<file path="src/common/csm_regs.vh">
// constants for the CAN sleep control block: register map, fields, counts
// assumes a 32-bit AHB-Lite slave with byte addresses on haddr[7:0]
`ifndef CSM_REGS_VH
`define CSM_REGS_VH

// ==========================================
// register byte offsets
`define CSM_A_CTRL 8'h00
`define CSM_A_STAT 8'h04
`define CSM_A_TXE 8'h08
`define CSM_A_ABT 8'h0C
`define CSM_A_RXF 8'h10
`define CSM_A_RXD 8'h14

// ==========================================
// field positions
`define CSM_CTRL_SREQ 0
`define CSM_CTRL_WUEN 1
`define CSM_STAT_ACK 0
`define CSM_STAT_WUIF 1
`define CSM_STAT_BOFF 2
`define CSM_STAT_CLKEN 3
`define CSM_STAT_PEND 4
`define CSM_RXF_FULL 0

// ==========================================
// widths and reset values
`define CSM_NTX 3
`define CSM_TXE_RST 3'h7
`define CSM_ABT_RST 3'h0
`define CSM_ZERO32 32'h0000_0000

// ==========================================
// bus-off recovery: 128 runs of 11 recessive bits
`define CSM_RUN_LEN 4'hB
`define CSM_RUN_NUM 8'h80

// ==========================================
// AHB encodings
`define CSM_HTRANS_NSEQ 1'b1

`endif

</file>
<file path="src/rtl/csm_bus_detect.v">
// CAN receive pin synchroniser and activity detector
// assumes the pin is asynchronous to clock; recessive is high
`timescale 1ns/1ps
`default_nettype none

module csm_bus_detect (
    input wire clock,
    input wire nrst,
    input wire pinIn,
    output wire rxSync,
    output reg activity
);

    reg meta;
    reg sync;
    reg syncDly;

    // ==========================================
    // two-stage synchroniser, first stage read only by second
    always @(posedge clock) begin
        if (!nrst) begin
            meta <= 1'b1;
            sync <= 1'b1;
            syncDly <= 1'b1;
            activity <= 1'b0;
        end else begin
            meta <= pinIn;
            sync <= meta;
            syncDly <= sync;
            // a falling edge means a dominant bit started
            activity <= syncDly & ~sync;
        end
    end

    assign rxSync = sync;

endmodule // csm_bus_detect

`default_nettype wire

</file>
<file path="src/rtl/csm_sleep_ctrl.v">
// sleep request and acknowledge control of a CAN protocol controller
// assumes an AHB-Lite master on the register side and a protocol engine
// that reports transmit completion, reception and bus idle on clock
//
// Chosen here: the AHB-Lite register port and the placing of the registers.
`timescale 1ns/1ps
`default_nettype none
`include "csm_regs.vh"

module csm_sleep_ctrl (
    input wire clock,
    input wire nrst,
    input wire hsel,
    input wire [31:0] haddr,
    input wire [1:0] htrans,
    input wire hwrite,
    input wire [2:0] hsize,
    input wire hready,
    input wire [31:0] hwdata,
    output reg [31:0] hrdata,
    output wire hreadyout,
    output wire hresp,
    input wire canRxInput,
    output wire canTxOutput,
    input wire engineTxBit,
    output wire engineRxBit,
    input wire rxActive,
    input wire busIdle,
    input wire [2:0] txDone,
    output wire [2:0] abortRequest,
    input wire busOff,
    input wire bitTick,
    output reg busOffRecovered,
    input wire rxFifoValid,
    input wire [31:0] rxFifoData,
    output wire rxFifoPop,
    output wire protoClkEn
);

    localparam ST_AWAKE = 2'b00;
    localparam ST_PEND = 2'b01;
    localparam ST_SLEEP = 2'b10;
    // reset pattern of the empty flags, one bit per buffer
    localparam [2:0] TXE_RST = `CSM_TXE_RST;

    reg [1:0] state;
    reg [1:0] next_state;
    reg sleepRequest;
    reg wakeupEnable;
    reg wakeLatched;
    reg wakeupInterruptFlag;
    reg [2:0] txBufferEmptyFlag;
    reg [2:0] abortReg;
    reg rxBufferFullFlag;
    reg [31:0] rxForegroundBuffer;
    reg [3:0] runCnt;
    reg [7:0] runNum;
    reg dpWrite;
    reg [7:0] dpAddr;

    wire rxSync;
    wire activity;
    wire sleepAcknowledge;
    wire allEmpty;
    wire quiet;
    wire addrPhase;
    wire wrCtrl;
    wire wrStat;
    wire wrTxe;
    wire wrAbt;
    wire wrRxf;
    wire wakeNow;
    wire cpuClear;
    wire cpuSet;

    // ==========================================
    // pin synchroniser and activity detect
    csm_bus_detect u_detect (
        .clock(clock),
        .nrst(nrst),
        .pinIn(canRxInput),
        .rxSync(rxSync),
        .activity(activity)
    );

    // ==========================================
    // AHB-Lite slave: zero wait states, always OKAY
    // a one-cycle answer keeps the slave free of wait-state logic
    assign hreadyout = 1'b1;
    assign hresp = 1'b0;
    assign addrPhase = hsel & hready & htrans[1] == `CSM_HTRANS_NSEQ;

    always @(posedge clock) begin
        if (!nrst) begin
            dpWrite <= 1'b0;
            dpAddr <= 8'h00;
        end else begin
            // address taken every cycle; only the write strobe qualifies it
            dpWrite <= addrPhase & hwrite;
            dpAddr <= haddr[7:0];
        end
    end

    assign wrCtrl = dpWrite & (dpAddr == `CSM_A_CTRL);
    assign wrStat = dpWrite & (dpAddr == `CSM_A_STAT);
    assign wrTxe = dpWrite & (dpAddr == `CSM_A_TXE);
    assign wrAbt = dpWrite & (dpAddr == `CSM_A_ABT);
    assign wrRxf = dpWrite & (dpAddr == `CSM_A_RXF);

    // read data registered in the address phase
    // hsize ignored: every register is one whole word
    always @(posedge clock) begin
        if (!nrst) begin
            hrdata <= `CSM_ZERO32;
        end else if (addrPhase & ~hwrite) begin
            hrdata <= `CSM_ZERO32;
            case (haddr[7:0])
                `CSM_A_CTRL: begin
                    hrdata[`CSM_CTRL_SREQ] <= sleepRequest;
                    hrdata[`CSM_CTRL_WUEN] <= wakeupEnable;
                end
                `CSM_A_STAT: begin
                    hrdata[`CSM_STAT_ACK] <= sleepAcknowledge;
                    hrdata[`CSM_STAT_WUIF] <= wakeupInterruptFlag;
                    hrdata[`CSM_STAT_BOFF] <= busOff;
                    hrdata[`CSM_STAT_CLKEN] <= protoClkEn;
                    hrdata[`CSM_STAT_PEND] <= state == ST_PEND;
                end
                `CSM_A_TXE: hrdata[2:0] <= txBufferEmptyFlag;
                `CSM_A_ABT: hrdata[2:0] <= abortReg;
                `CSM_A_RXF: hrdata[`CSM_RXF_FULL] <= rxBufferFullFlag;
                `CSM_A_RXD: hrdata <= rxForegroundBuffer;
                default: hrdata <= `CSM_ZERO32;
            endcase
        end
    end

    // ==========================================
    // sleep state machine
    // pending is visible in status so software sees the deferral
    assign sleepAcknowledge = state == ST_SLEEP;
    assign allEmpty = &txBufferEmptyFlag;
    assign quiet = allEmpty & ~rxActive & busIdle;
    // wake needs activity and latched enable
    assign wakeNow = sleepAcknowledge & activity & wakeLatched;
    assign cpuSet = wrCtrl & hwdata[`CSM_CTRL_SREQ] & ~wakeupInterruptFlag;
    assign cpuClear = wrCtrl & ~hwdata[`CSM_CTRL_SREQ] & sleepAcknowledge;

    always @* begin
        next_state = state;
        case (state)
            ST_AWAKE: begin
                if (sleepRequest) begin
                    if (quiet) begin
                        next_state = ST_SLEEP;
                    end else begin
                        next_state = ST_PEND;
                    end
                end
            end
            ST_PEND: begin
                if (quiet) begin
                    next_state = ST_SLEEP;
                end
            end
            ST_SLEEP: begin
                if (cpuClear | wakeNow) begin
                    next_state = ST_AWAKE;
                end
            end
            default: next_state = ST_AWAKE;
        endcase
    end

    always @(posedge clock) begin
        if (!nrst) begin
            state <= ST_AWAKE;
        end else begin
            state <= next_state;
        end
    end

    // ==========================================
    // control bits
    always @(posedge clock) begin
        if (!nrst) begin
            sleepRequest <= 1'b0;
            wakeupEnable <= 1'b0;
            wakeLatched <= 1'b0;
        end else begin
            if (wrCtrl) begin
                wakeupEnable <= hwdata[`CSM_CTRL_WUEN];
            end
            // clear wins over set, so a wake cannot re-arm the request
            // hardware clears request on wake
            if (wakeNow | cpuClear) begin
                sleepRequest <= 1'b0;
            end else if (cpuSet) begin
                sleepRequest <= 1'b1;
            end
            // trade-off: a late enable write waits for the next sleep
            // enable sampled at sleep entry
            if (state != ST_SLEEP && next_state == ST_SLEEP) begin
                wakeLatched <= wakeupEnable;
            end
        end
    end

    // wake flag: hardware set wins over software clear
    always @(posedge clock) begin
        if (!nrst) begin
            wakeupInterruptFlag <= 1'b0;
        end else if (wakeNow) begin
            wakeupInterruptFlag <= 1'b1;
        end else if (wrStat & hwdata[`CSM_STAT_WUIF]) begin
            wakeupInterruptFlag <= 1'b0;
        end
    end

    // ==========================================
    // transmit buffers, per-buffer empty and abort bits
    genvar gi;
    generate
        for (gi = 0; gi < `CSM_NTX; gi = gi + 1) begin : g_tx
            always @(posedge clock) begin
                if (!nrst) begin
                    txBufferEmptyFlag[gi] <= TXE_RST[gi];
                    abortReg[gi] <= 1'b0;
                end else begin
                    // done pulse wins over a software clear in one cycle
                    // empty flag clearable asleep
                    if (txDone[gi]) begin
                        txBufferEmptyFlag[gi] <= 1'b1;
                    end else if (wrTxe & hwdata[gi]) begin
                        txBufferEmptyFlag[gi] <= 1'b0;
                    end
                    if (txDone[gi]) begin
                        abortReg[gi] <= 1'b0;
                    end else if (wrAbt & hwdata[gi]) begin
                        abortReg[gi] <= ~txBufferEmptyFlag[gi];
                    end
                end
            end
        end
    endgenerate

    // stored aborts stay pending and go out once awake
    // no abort while asleep
    assign abortRequest = sleepAcknowledge ? `CSM_ABT_RST : abortReg;

    // ==========================================
    // receive foreground buffer
    // the pop wins over a clear, so no message is lost
    // no shift while asleep
    assign rxFifoPop = rxFifoValid & ~rxBufferFullFlag & ~sleepAcknowledge;

    always @(posedge clock) begin
        if (!nrst) begin
            rxBufferFullFlag <= 1'b0;
            rxForegroundBuffer <= `CSM_ZERO32;
        end else if (rxFifoPop) begin
            rxBufferFullFlag <= 1'b1;
            rxForegroundBuffer <= rxFifoData;
        end else if (wrRxf & hwdata[`CSM_RXF_FULL]) begin
            rxBufferFullFlag <= 1'b0;
        end
    end

    // ==========================================
    // pins toward bus and engine
    // sleep never disturbs the bus: transmit forced recessive
    // protocol clocks gated, bus side runs on
    assign protoClkEn = ~sleepAcknowledge;
    assign canTxOutput = sleepAcknowledge | engineTxBit;
    assign engineRxBit = (sleepAcknowledge & ~wakeLatched) | rxSync;

    // ==========================================
    // bus-off recovery counter, a run of recessive bits each
    // limitation: counts only while the protocol clock is enabled
    // a dominant bit restarts the current run
    // hazard: the engine must drop busOff after the pulse or counting goes on
    always @(posedge clock) begin
        if (!nrst) begin
            runCnt <= 4'h0;
            runNum <= 8'h00;
            busOffRecovered <= 1'b0;
        end else begin
            busOffRecovered <= 1'b0;
            if (!busOff) begin
                runCnt <= 4'h0;
                runNum <= 8'h00;
            end else if (protoClkEn & bitTick) begin
                if (!engineRxBit) begin
                    runCnt <= 4'h0;
                end else if (runCnt == `CSM_RUN_LEN - 4'h1) begin
                    runCnt <= 4'h0;
                    if (runNum == `CSM_RUN_NUM - 8'h01) begin
                        runNum <= 8'h00;
                        busOffRecovered <= 1'b1;
                    end else begin
                        runNum <= runNum + 8'h01;
                    end
                end else begin
                    runCnt <= runCnt + 4'h1;
                end
            end
        end
    end

endmodule // csm_sleep_ctrl

`default_nettype wire

</file>
<file path="config.mk">
export PLATFORM = sky130hd
export DESIGN_NAME = csm_sleep_ctrl
export DESIGN_NICKNAME = d
export VERILOG_FILES = /design/src/rtl/csm_bus_detect.v /design/src/rtl/csm_sleep_ctrl.v
export VERILOG_INCLUDE_DIRS = /design/src /design/src/common
export SDC_FILE = /design/constraint.sdc
export NUM_CORES = 1
export LEC_CHECK = 0
export ABC_AREA = 1
export BUFFER_PORTS_ARGS = -buffer_cell sky130_fd_sc_hd__buf_2
export CAP_MARGIN = 15
export CORE_MARGIN = 2
export CORE_UTILIZATION = 44
export CTS_BUF_LIST = sky130_fd_sc_hd__clkbuf_16
export DETAILED_ROUTE_END_ITERATION = 7
export PLACE_DENSITY_LB_ADDON = 0.3
export RECOVER_POWER = 100
export SYNTH_ARGS = -nofsm -noshare
export SYNTH_HDL_FRONTEND = slang
export SYNTH_SLANG_ARGS = --single-unit
</file>
<file path="constraint.sdc">
create_clock -name clock -period 1.3 [get_ports clock]
set_input_delay 0.13 -clock clock [delete_from_list [all_inputs] [get_ports clock]]
set_output_delay 0.13 -clock clock [all_outputs]
set_load 0.02 [all_outputs]
</file>
---- Word-level counts from Yosys, hierarchy flattened ----
Cells that the tools add are included.
word-level totals
  bits in registers ....................... 103
  input port bits ......................... 116
  output and inout port bits .............. 42
  word-level logic and storage cells ...... 118
cells by class
  add/sub/neg operators ................... 2
  equal/unequal tests ..................... 15
  multiplexer cells ....................... 19
  bitwise logic cells ..................... 45
  reduce and logical (&&, ||, !) cells .... 14
operators by type and width
  kind                                                 count
  equality test 8 x 4 -> 1 bit, second input constant  4
  AND 1 bit                                            30
  2-to-1 mux 27 bit                                    1
  equality test 8 x 5 -> 1 bit, second input constant  3
  equality test 8 x 3 -> 1 bit, second input constant  2
  zero test 8 bit                                      2
  NOT 1 bit                                            12
  adder 8 x 1 -> 8 bit, second input constant          1
  equality test 8 x 7 -> 1 bit, second input constant  1
  2-to-1 mux 2 bit                                     4
  2-to-1 mux 4 bit                                     2
  2-to-1 mux 8 bit                                     1
  OR reduction 2 bit                                   4
  one-hot mux 1 bit (6 select lines)                   1
  one-hot mux 2 bit (3 select lines)                   1
  AND reduction 3 bit                                  2
  2-to-1 mux 1 bit                                     5
  one-hot mux 1 bit (5 select lines)                   1
  AND reduction 5 bit                                  1
  adder 4 x 1 -> 4 bit, second input constant          1
  equality test 2 bit, second input constant           2
  equality test 4 bit, second input constant           1
  one-hot mux 1 bit (4 select lines)                   1
  one-hot mux 2 bit (2 select lines)                   1
  other kinds (8)                                      11

---- Longest topological paths before layout ----
Gate-level depths: netlist (run 1).
  depth after elaboration ................. 9
  gate-level depth with buffers ........... 9
  mapped depth without buffers ............ 9

---- Hierarchy ----
A second synthesis (run 1) with hierarchy kept.
unflattened totals
  cells, all modules ...................... 571
  area total of the unflattened synthesis .. 4227.8 sq um
by module, submodules not included
  module          times used  cells each  area each (sq um)  sequential area each (sq um)
  csm_sleep_ctrl  1           559         4112.7             1981.9
  csm_bus_detect  1           12          115.1              80.1

---- Least setup slack after synthesis (run 1) ----
OpenSTA, ideal clock, no wires.
  kind .................................... flip-flop to flip-flop
  from .................................... register runCnt[0]
  to ...................................... register runNum[4]
  library setup time ...................... 0.131 ns
  arrival ................................. 1.232 ns
  required time ........................... 1.169 ns
  path slack .............................. -0.063 ns
  cell stages (with the launch flop) ...... 10
  buffers on the path ..................... 0
  period minus slack after synthesis ...... 1.363 ns
  cells stage by stage .................... dfxtp_1 inv_1 ha_1 nand2_1 nor2_2 nand4_1 nor2_1 nand2_1 nor2_1 nor3b_2
on the way
  word-level cells in the longest chain between the ends .. 2
RTL lines
  element                        RTL line              source
  start, declared                csm_sleep_ctrl.v:56   reg [3:0] runCnt;
  start signal, assigned         csm_sleep_ctrl.v:304  runCnt <= runCnt + 4'h1;
  equality test 4 bit            csm_sleep_ctrl.v:295  end else if (runCnt == `CSM_RUN_LEN - 4'h1) begin
  AND reduction 3 bit (no line)  --
  end signal, assigned           csm_sleep_ctrl.v:301  runNum <= runNum + 8'h01;
  end, declared                  csm_sleep_ctrl.v:57   reg [7:0] runNum;
No other way between the ends.
A chain may end at the register's enable or synchronous reset.

---- Worst setup path in the final report (run 1) ----
  from .................................... register state[0]
  to ...................................... output port canTxOutput
on the way
  word-level cells in the longest chain between the ends .. 2
RTL lines
  element                 RTL line              source
  start, declared         csm_sleep_ctrl.v:46   reg [1:0] state;
  start signal, assigned  csm_sleep_ctrl.v:179  state <= next_state;
  equality test 2 bit     csm_sleep_ctrl.v:141  assign sleepAcknowledge = state == ST_SLEEP;
  OR 1 bit                csm_sleep_ctrl.v:274  assign canTxOutput = sleepAcknowledge | engineTxBit;
  end, declared           csm_sleep_ctrl.v:24   output wire canTxOutput,
No other way between the ends.

==> results of run 1 <==
-- layout by cell type, fill, tap and decap left out, types with 4 or more instances in the layout --
master | netlist | final
a21oi_1 | 46 | 44
buf_2 | 10 | 56
buf_4 | 4 | 23
buf_6 | 2 | 10
clkbuf_1 | 10 | 35
clkbuf_16 | 0 | 10
clkbuf_2 | 0 | 4
dfxtp_1 | 103 | 95
dfxtp_2 | 0 | 7
dlygate4sd3_1 | 0 | 6
inv_1 | 49 | 45
inv_2 | 2 | 4
nand2_1 | 97 | 93
nand3_1 | 27 | 25
nand4_1 | 8 | 8
nor2_1 | 107 | 84
nor2_2 | 2 | 17
nor2_4 | 1 | 10
nor3_1 | 8 | 5
o21ai_0 | 69 | 56
o21ai_1 | 0 | 9
-- Yosys cell counts, types with 2 or more instances --
| library cell | n |
|---|---|
| a211oi_1 | 2 |
| a21oi_1 | 46 |
| buf_2 | 10 |
| buf_4 | 4 |
| buf_6 | 2 |
| clkbuf_1 | 10 |
| conb_1 | 2 |
| dfxtp_1 | 103 |
| ha_1 | 3 |
| inv_1 | 49 |
| inv_2 | 2 |
| nand2_1 | 97 |
| nand3_1 | 27 |
| nand4_1 | 8 |
| nor2_1 | 107 |
| nor2_2 | 2 |
| nor3_1 | 8 |
| nor3_4 | 2 |
| o21ai_0 | 69 |
| o21bai_1 | 2 |
| o31ai_1 | 2 |
| or2_2 | 3 |
-- final cells by class --
type                    count  share of cell area, %
clock inverters             7                   1.91
repair buffers            139                   15.3
well taps                 129                   2.84
flip-flops and latches    103                   36.5
clock buffers               9                   3.96
multi-input cells         390                   35.8
inverters                  52                   3.76
-- state kept, by name, summed over array words and instances (netlist names) --
signal	count
hrdata	32
state	2
wakeupInterruptFlag	1
sleepRequest	1
runNum	8
wakeLatched	1
u_detect.rxSync	1
runCnt	4
abortReg	3
dpWrite	1
u_detect.meta	1
wakeupEnable	1
busOffRecovered	1
dpAddr	8
rxBufferFullFlag	1
u_detect.activity	1
u_detect.syncDly	1
txBufferEmptyFlag	3
rxForegroundBuffer	32
-- critical path: cells and delay by family, from the launching register on --
kind | cells | cell delay, ps
flip-flops | 1 | 340
buffers and inverters | 4 | 350
AND/OR/NAND/NOR | 2 | 300
-- metal layers --
layer  share of wire (%)  GRT usage [%]  vias to the layer above
li1                    -              -                     2085
met1                  43           26.8                     1905
met2                  49           35.8                      123
met3                 6.0           4.49                       17
met4                 1.8           7.59                        0
met5                   0              0                        -
-- logic make-up after synthesis --
group,share of synthesized area (%)
xor+xnor,0.208
flops,49.0
compound gates,15.1
other cells,0.179
buf+inv,8.06
simple gates,26.5
fa+ha+maj,0.892
-- power breakdown --
group          switching (mW)  internal (mW)  total [mW]
registers              0.0723           3.29        3.37
logic                   0.408          0.284       0.691
clock network            1.26           1.74        3.00
-- final timing paths --
path,slack [ps],cells after the start,from,end
worst max-delay path,-160,6,state[0]$_SDFF_PN0_,canTxOutput
worst min-delay path,2,3,rxFifoData[7],rxForegroundBuffer[7]$_SDFFE_PN0P_
worst max register to register,-70,9,state[0]$_SDFF_PN0_,rxForegroundBuffer[13]$_SDFFE_PN0P_
worst min register to register,430,2,u_detect.syncDly$_SDFF_PN1_,u_detect.activity$_SDFF_PN0_
-- metrics by stage --
stage	TNS [ps]	hold WS [ps]	instance area [µm²]	utilization, %
2_1_floorplan	-62.9	223	4210	-
3_3_place_gp	-110	329	4880	52.8
3_5_place_dp	-640	338	4880	52.8
4_1_cts	-780	2.34	5440	58.9
5_1_grt	-5100	3.68	5690	61.6
6_report	-1430	1.79	5690	61.6
-- what timing repair did --
action / in CTS / in global routing
buffers inserted: 8 / 9
hold endpoints to repair: 6 / 0
cloned: 2 / 1
setup endpoints to repair: 50 / 55
pin swaps: 5 / 18
resized for setup: 34 / 83
hold buffers: 6 / 0
==> out/results.txt, run 1 <==
status -> finished, violations left
failing checks -> setup timing
CP cell instances -> inv_2, nand2_4, inv_4, buf_6, or2_4, buf_6
Post-synth EDFFs -> 0
TritonCTS clock tree -> done
vias in the first global route -> 3880
Final nets -> 814
crit end category -> primary output
Setup CP Type -> register to primary output
Worst Max-Slew Pin Slew -> 554 ps
first-pass GRT wire length -> 17500 µm
die height -> 102 µm
total grt overflow -> 0
initial antenna violation count -> 0
DR pass1 iterations -> 6
Crit-path slowest cell -> dfxtp_2
post-route ant nets -> 0
Netlist Area Pre-Place -> 4210 µm²
Clock Sinks -> 103
top_reg_cell synth -> dfxtp_1
CP max stage delay -> 340 ps
top post-synthesis cells by area -> dfxtp_1 49%, nor2_1 9.5%, nand2_1 8.7%
Place WS -> -58.3 ps
Worst Path Max Fanout -> 3
DR WL/cell -> 13.4 µm
CP Data Arrival Time -> 1330 ps
die width -> 102 µm
VDD IR max -> 717 µV
Mean Syn Cell Area -> 7.37 µm²
fin crit share -> 112%
detailed placer's ending HPWL -> 7060 µm
PortBufs -> 98
gp weighted congestion -> 0.837
leakage -> 2.49 nW
max cap viols -> 0
clock buffer depth -> 2
pin count of the biggest net entering global routing -> 45
Worst Path Required -> 1170 ps
Initial Util -> 45.5%
area grow syn2layout -> 35.2%
Pwr Density -> 1240 nW/µm²
maximum clock rate -> 687 MHz
asr flop ratio synth -> 0%
worst rel slew slack -> 63.0%
initial drt markers -> 172
footprint of the multi-input gates -> 2030 µm²
Critical Path Start Type -> register
vias per inst -> 4.98
via count -> 4130
yosys warns -> 0
Rows -> 35
min Tclk post-route -> 1460 ps
CTS Buf Count -> 9
biggest area consumer among synthesized cells -> dfxtp_1
Routed Wire Length -> 11100 µm
Synth cell types -> 33
layout cells sized above 1 -> 26.1%
Inst Count DP -> 789
# DRC -> 0
class of the worst hold path -> input port to register
post-synth net total -> 690
RSZ-0062 raised after global routing -> true
Post-Syn Instances -> 571
most used cell, CP -> buf_6
ant diodes -> 0
Power, Total -> 7.05 mW
clock skew -> 8.07 ps
Fin. Hold Viols -> 0
Non-Filler Instances -> 829
Fill cells -> 850
Max Slew Vio Count -> 0
gr usage total -> 21.2%
FF/Latch Area -> 2070 µm²
synthesized flop and latch total -> 103
# setup viols final -> 32
Ports -> 158
Clk Tree Root Cell -> clkbuf_16
Skew-Pair Late Insertion Delay -> 340 ps
Core ar. -> 9240 µm²
clk slew on worst S/H paths -> 70 ps
post-synth top area share -> 49.0%
Die ar. -> 10400 µm²
H-tree depth -> 3
final worst slack -> -156 ps
Seq/Total Area, Yosys -> 49.0%
Power figures use the tool's default switching activity.
==> run 2: changes to the inputs <==
--- a/config.mk
+++ b/config.mk
@@ -11,7 +11,7 @@
 export CAP_MARGIN = 15
 export CORE_MARGIN = 2
 export CORE_UTILIZATION = 44
-export CTS_BUF_LIST = sky130_fd_sc_hd__clkbuf_16
+export CTS_BUF_LIST = sky130_fd_sc_hd__clkbuf_8 sky130_fd_sc_hd__clkbuf_16
 export DETAILED_ROUTE_END_ITERATION = 7
 export PLACE_DENSITY_LB_ADDON = 0.3
 export RECOVER_POWER = 100
==> out/results.txt, run 2 (same netlist as run 1, synthesis figures left out) <==
Routed Wire Length -> 12000 µm (+7.9%)
total grt overflow -> 0 (unchanged)
RSZ-0062 raised after global routing -> true
Worst Path Max Fanout -> 3 (unchanged)
Worst Max-Slew Pin Slew -> 536 ps (-18.0 ps)
r2r startpoint -> runCnt[0]$_SDFFE_PN0P_
Largest regs -> hrdata: 32 flops, rxForegroundBuffer: 32 flops
worst rel slew slack -> 64.2% (+1.2 points)
# DRC -> 0 (unchanged)
CP endpoint -> canTxOutput
Crit-path slowest cell -> dfxtp_2
max cap viols -> 0 (unchanged)
combinational share of power -> 13.7% (+3.9 points)
Skew-Pair Late Insertion Delay -> 370 ps (+30 ps)
initial drt markers -> 151 (-12%)
clk slew on worst S/H paths -> 100 ps (+30 ps)
die width -> 102 µm (unchanged)
vias per inst -> 4.99 (+0.15%)
vias in the first global route -> 4099 (+5.6%)
clock share of power -> 35.2% (-7.3 points)
Worst Reg-to-Reg Cells -> 9 (unchanged)
# setup viols final -> 48 (+50%)
first-pass GRT wire length -> 19100 µm (+8.9%)
grt met3 use -> 4.35% (-0.14 points)
Worst Path Buf+Inv -> 4 (unchanged)
CP Data Arrival Time -> 1350 ps (+20 ps)
Setup CP Type -> register to primary output
FF/Latch Area -> 2080 µm² (about the same)
Final nets -> 849 (+4.3%)
VDD IR max -> 737 µV (+2.8%)
gp weighted congestion -> 0.837 (unchanged)
Clk Tree Root Cell -> clkbuf_8
TritonCTS clock tree -> done
Core ar. -> 9240 µm² (unchanged)
ant diodes -> 0 (unchanged)
detailed placer's ending HPWL -> 7060 µm (unchanged)
Fill cells -> 785 (-7.6%)
switching share of power -> 26.8% (+2.1 points)
Worst Path Required -> 1170 ps (about the same)
area grow syn2layout -> 46.1%
NetSw -> 1.76 mW (+1.4%)
status -> finished, violations left
Hold Path Stages -> 3 (unchanged)
reg2reg end -> runNum[4]$_SDFFE_PN0P_
footprint of the multi-input gates -> 2180 µm² (+6.9%)
Die ar. -> 10400 µm² (unchanged)
CP cell instances -> inv_2, nand2_4, inv_4, buf_6, or2_4, buf_6
CTS Buf Count -> 9 (unchanged)
Initial Util -> 45.5% (unchanged)
initial antenna violation count -> 0 (unchanged)
Max Slew Vio Count -> 0 (unchanged)
H-tree depth -> 3 (unchanged)
post-route ant nets -> 0 (unchanged)
class of the worst hold path -> input port to register
Critical Path Stages -> 6 (unchanged)
final worst slack -> -177 ps (-20.7 ps)
layout cells sized above 1 -> 28.3% (+2.2 points)
GR Util met1 -> 28.4% (+1.6 points)
Clock Sinks -> 103 (unchanged)
failing checks -> setup timing
setup slack, reg-to-reg -> -130 ps (-60 ps)
Fin. Hold Viols -> 0 (unchanged)
PortBufs -> 98 (unchanged)
die height -> 102 µm (unchanged)
gr usage total -> 23.5% (+2.2 points)
P_int -> 4.82 mW (-9.2%)
clock buffer depth -> 2 (unchanged)
clock skew -> 13.0 ps (+4.90 ps)
most used cell, CP -> buf_6
fin crit share -> 114% (+1.6 points)
pin count of the biggest net entering global routing -> 45 (unchanged)
min Tclk post-route -> 1480 ps (+20.7 ps)
crit end category -> primary output
startpoint of the worst setup timing path -> state[0]$_SDFF_PN0_
DR WL/cell -> 13.9 µm (+3.5%)
crit-path leading delay family -> flip-flops
commonest non-fill, non-tap cells in the layout -> 94 x dfxtp_1, 90 x nand2_1, 67 x nor2_1
Place WS -> -58.3 ps (unchanged)
Critical Path Start Type -> register
Rows -> 35 (unchanged)
via count -> 4311 (+4.4%)
Sequential Power Share -> 51.2% (+3.5 points)
maximum clock rate -> 677 MHz (-1.4%)
Min Hold Slack -> 12.3 ps (+10.5 ps)
CP max stage delay -> 350 ps (about the same)
busiest grt layer -> met2
Pwr Density -> 1070 nW/µm² (-14%)
routing usage on met2 -> 41.5% (+5.8 points)
leakage -> 2.61 nW (+5.0%)
Ports -> 158 (unchanged)
most common cell after layout, fill and taps aside -> dfxtp_1
DR pass1 iterations -> 5 (-1)
[run 2: cell count changes in the layout (fill, tap and decap cells not counted), moves of 3 or more]
cell,change
dlygate4sd3_1,+33
nor2_4,+19
nor2_1,-17
clkbuf_16,-10
clkbuf_8,+9
o21ai_1,-4
buf_4,-3
clkbuf_2,-3
inv_16,+3
nand2_1,-3
nand2_2,+3
o21ai_2,+3
[run 2: routing by layer]
metal	wire length (µm)	part of all wire (%)
met1	5030	42
met2	6190	52
met3	565	4.7
met4	217	1.8
met5	0	0
[run 2: timing repair]
item | CTS | global route
cloned | 6 | 0
hold buffers | 39 | 0
endpoints found under the setup margin | 54 | 60
setup buffers | 14 | 5
pin swaps | 17 | 17
resized for setup | 100 | 65
hold endpoints to repair | 41 | 0
[run 2: worst min path at each step]
| stage | start | end |
|---|---|---|
| finish | rxFifoData[9] | rxForegroundBuffer[9]$_SDFFE_PN0P_ |
| global route | hwrite | dpWrite$_SDFF_PN0_ |
| CTS | hwrite | dpWrite$_SDFF_PN0_ |
| detailed placement | canRxInput | u_detect.meta$_SDFF_PN1_ |
| global placement | haddr[6] | dpAddr[6]$_SDFF_PN0_ |
| floorplan | haddr[0] | dpAddr[0]$_SDFF_PN0_ |
[run 2: layout make-up]
class,instances,share of cell area (%)
tap,129,2.63
sequential,103,33.8
timing repair inverter,3,0.977
inverter,52,3.48
clock buffer,9,2.02
clock inverter,7,1.77
multi-input combinational,390,35.4
timing repair buffer,171,20.0
[run 2: through the flow]
step | area, µm² | TNS [ps] | total power, mW | util (%) | cells
after floorplan | 4210 | -62.9 | 3.77 | - | 571
after global placement | 4880 | -110 | 3.98 | 52.8 | 789
after detailed placement | 4880 | -640 | 3.99 | 52.8 | 789
final | 6150 | -4720 | 6.59 | 66.5 | 864
after global routing | 6150 | -8850 | 6.87 | 66.5 | 864
after CTS | 5980 | -5150 | 6.59 | 64.7 | 863
[run 2: power by group through the flow]
| stage | clock network (mW) | logic (mW) | registers (mW) |
|---|---|---|---|
| finish | 2.32 | 0.901 | 3.37 |
| global route | 2.50 | 0.979 | 3.39 |
| CTS | 2.36 | 0.866 | 3.36 |
| detailed placement | 0 | 0.559 | 3.43 |
| global placement | 0 | 0.548 | 3.43 |
| floorplan | 0 | 0.308 | 3.46 |
[run 2: worst register-to-register path: cells and delay by family (launching register included)]
| kind | cells | cell delay (ps) |
|---|---|---|
| adder cells (fa/ha/maj) | 1 | 130 |
| flip-flops | 1 | 340 |
| buffers and inverters | 1 | 70 |
| AND/OR/NAND/NOR | 7 | 780 |
==> run 3: changes to the inputs <==
--- a/config.mk
+++ b/config.mk
@@ -9,8 +9,10 @@
 export ABC_AREA = 1
 export BUFFER_PORTS_ARGS = -buffer_cell sky130_fd_sc_hd__buf_2
 export CAP_MARGIN = 15
+export CELL_PAD_IN_SITES_DETAIL_PLACEMENT = 1
+export CELL_PAD_IN_SITES_GLOBAL_PLACEMENT = 2
 export CORE_MARGIN = 2
-export CORE_UTILIZATION = 44
+export CORE_UTILIZATION = 23
 export CTS_BUF_LIST = sky130_fd_sc_hd__clkbuf_8 sky130_fd_sc_hd__clkbuf_16
 export DETAILED_ROUTE_END_ITERATION = 7
 export PLACE_DENSITY_LB_ADDON = 0.3
==> out/results.txt, run 3 (same netlist as run 1, synthesis figures left out) <==
status -> finished, violations left
failing checks -> setup timing
Inst Count DP -> 896 (+14%)
Die ar. -> 19400 µm² (+87%)
total grt overflow -> 0 (unchanged)
layout cells sized above 1 -> 28.7% (+0.41 points)
Rows -> 49 (+40%)
Core ar. -> 18000 µm² (+94%)
H-tree depth -> 3 (unchanged)
RSZ-0062 raised after global routing -> true
Crit-path slowest cell -> dfxtp_2
final worst slack -> -167 ps (+10.3 ps)
Critical Path Start Type -> register
clock skew -> 7.78 ps (-5.18 ps)
Non-Filler Instances -> 944 (+9.3%)
CTS Buf Count -> 9 (unchanged)
Routed Wire Length -> 14100 µm (+18%)
Final nets -> 829 (-2.4%)
most used cell, CP -> buf_6
Worst Path Buf+Inv -> 4 (unchanged)
# setup viols final -> 38 (-21%)
maximum clock rate -> 682 MHz (+0.70%)
Worst Path Required -> 1170 ps (about the same)
footprint of the multi-input gates -> 2150 µm² (-1.2%)
Min Hold Slack -> 6.02 ps (-6.24 ps)
setup slack, reg-to-reg -> -80 ps (+50 ps)
DR pass1 iterations -> 4 (-1)
initial antenna violation count -> 1 (+1)
initial drt markers -> 137 (-9.3%)
gr usage total -> 14.2% (-9.2 points)
first-pass GRT wire length -> 22400 µm (+18%)
leakage -> 2.54 nW (-2.7%)
die height -> 139 µm (+37%)
class of the worst hold path -> input port to register
gp weighted congestion -> 0.755 (-9.8%)
Clk Tree Root Cell -> clkbuf_16
Clock Sinks -> 103 (unchanged)
detailed placer's ending HPWL -> 9390 µm (+33%)
vias in the first global route -> 4474 (+9.1%)
Setup CP Type -> register to primary output
Pwr Density -> 1160 nW/µm² (+8.1%)
DR WL/cell -> 14.9 µm (+7.6%)
Fin. Hold Viols -> 0 (unchanged)
# DRC -> 0 (unchanged)
Skew-Pair Late Insertion Delay -> 350 ps (-20 ps)
CP max stage delay -> 340 ps (about the same)
fin crit share -> 113% (-0.79 points)
crit end category -> primary output
Worst Max-Slew Pin Slew -> 564 ps (+28.3 ps)
min Tclk post-route -> 1470 ps (-10.3 ps)
pin count of the biggest net entering global routing -> 46 (+2.2%)
Worst Path Max Fanout -> 4 (+1)
vias per inst -> 4.54 (-9.1%)
FF/Latch Area -> 2070 µm² (-0.12%)
commonest non-fill, non-tap cells in the layout -> 96 x dfxtp_1, 88 x nand2_1, 67 x nor2_1
PortBufs -> 98 (unchanged)
Power, Total -> 7.05 mW (+7.0%)
area grow syn2layout -> 44.6%
Ports -> 158 (unchanged)
TritonCTS clock tree -> done
Fill cells -> 2170 (+180%)
clk slew on worst S/H paths -> 70 ps (-30 ps)
final core area utilization -> 33.9% (-33 points)
Place WS -> -120 ps (-61.8 ps)
max cap viols -> 0 (unchanged)
via count -> 4282 (-0.67%)
CP Data Arrival Time -> 1340 ps (about the same)
VDD IR max -> 625 µV (-15%)
Largest regs -> hrdata: 32 flops, rxForegroundBuffer: 32 flops
crit-path leading delay family -> buffers and inverters
clock buffer depth -> 2 (unchanged)
die width -> 139 µm (+37%)
CP cell instances -> inv_2, nand2_4, inv_6, buf_6, or2_4, buf_6
worst rel slew slack -> 62.3% (-1.9 points)
Initial Util -> 23.4% (-22 points)
post-route ant nets -> 0 (unchanged)
most common cell after layout, fill and taps aside -> dfxtp_1
Max Slew Vio Count -> 0 (unchanged)
==> run 3: repair_timing <==
action                                  CTS  global route
endpoints found under the setup margin   51            59
hold buffers                             16             0
setup buffers                             6             6
hold endpoints to repair                 16             0
cloned                                    1             3
resized for setup                        36            99
pin swaps                                 5            15
==> run 3: worst paths after layout <==
check | from | end | cells after the start
worst min register to register | u_detect.meta$_SDFF_PN1_ | u_detect.rxSync$_SDFF_PN1_ | 1
worst max register to register | runCnt[0]$_SDFFE_PN0P_ | runNum[4]$_SDFFE_PN0P_ | 9
worst max-delay path | state[0]$_SDFF_PN0_ | canTxOutput | 6
worst min-delay path | rxFifoData[23] | rxForegroundBuffer[23]$_SDFFE_PN0P_ | 3
==> run 3: routing by layer <==
metal	GRT usage [%]	vias to the layer above	wire length, µm
met5	0	-	15
met4	4.78	2	197
met3	3.41	16	616
met2	24.5	71	7080
met1	17.4	2068	6200
li1	-	2125	-
==> run 3: final cells by class <==
class | instances | share of cell area [%]
antenna | 1 | 0.0411
inverter | 52 | 3.41
multi-input combinational | 390 | 35.3
timing repair buffer | 154 | 17.3
clock inverter | 3 | 0.699
clock buffer | 12 | 4.38
sequential | 103 | 34.1
tap | 229 | 4.71
==> run 3: worst reg2reg max path: stages (launching register included) <==
cell and delay, ps:
dfxtp_2 330, inv_2 70, ha_4 140, nand2_4 50
nor2_4 140, nand4_1 130, nor2_2 130, nand2_1 80
nor2_1 130, nor3b_2 60
==> run 3: metrics by stage <==
step / setup TNS [ps] / cell area, µm²
global route: -5100 / 6080
global placement: -365 / 5080
floorplan: -62.9 / 4210
finish: -1640 / 6080
CTS: -3130 / 5710
detailed placement: -1430 / 5080
==> run 3: power breakdown <==
group	total (mW)	internal [mW]	leakage [nW]	switching (mW)
logic	0.812	0.335	1.53	0.477
clock network	2.87	1.64	0.156	1.23
registers	3.37	3.30	0.846	0.0746
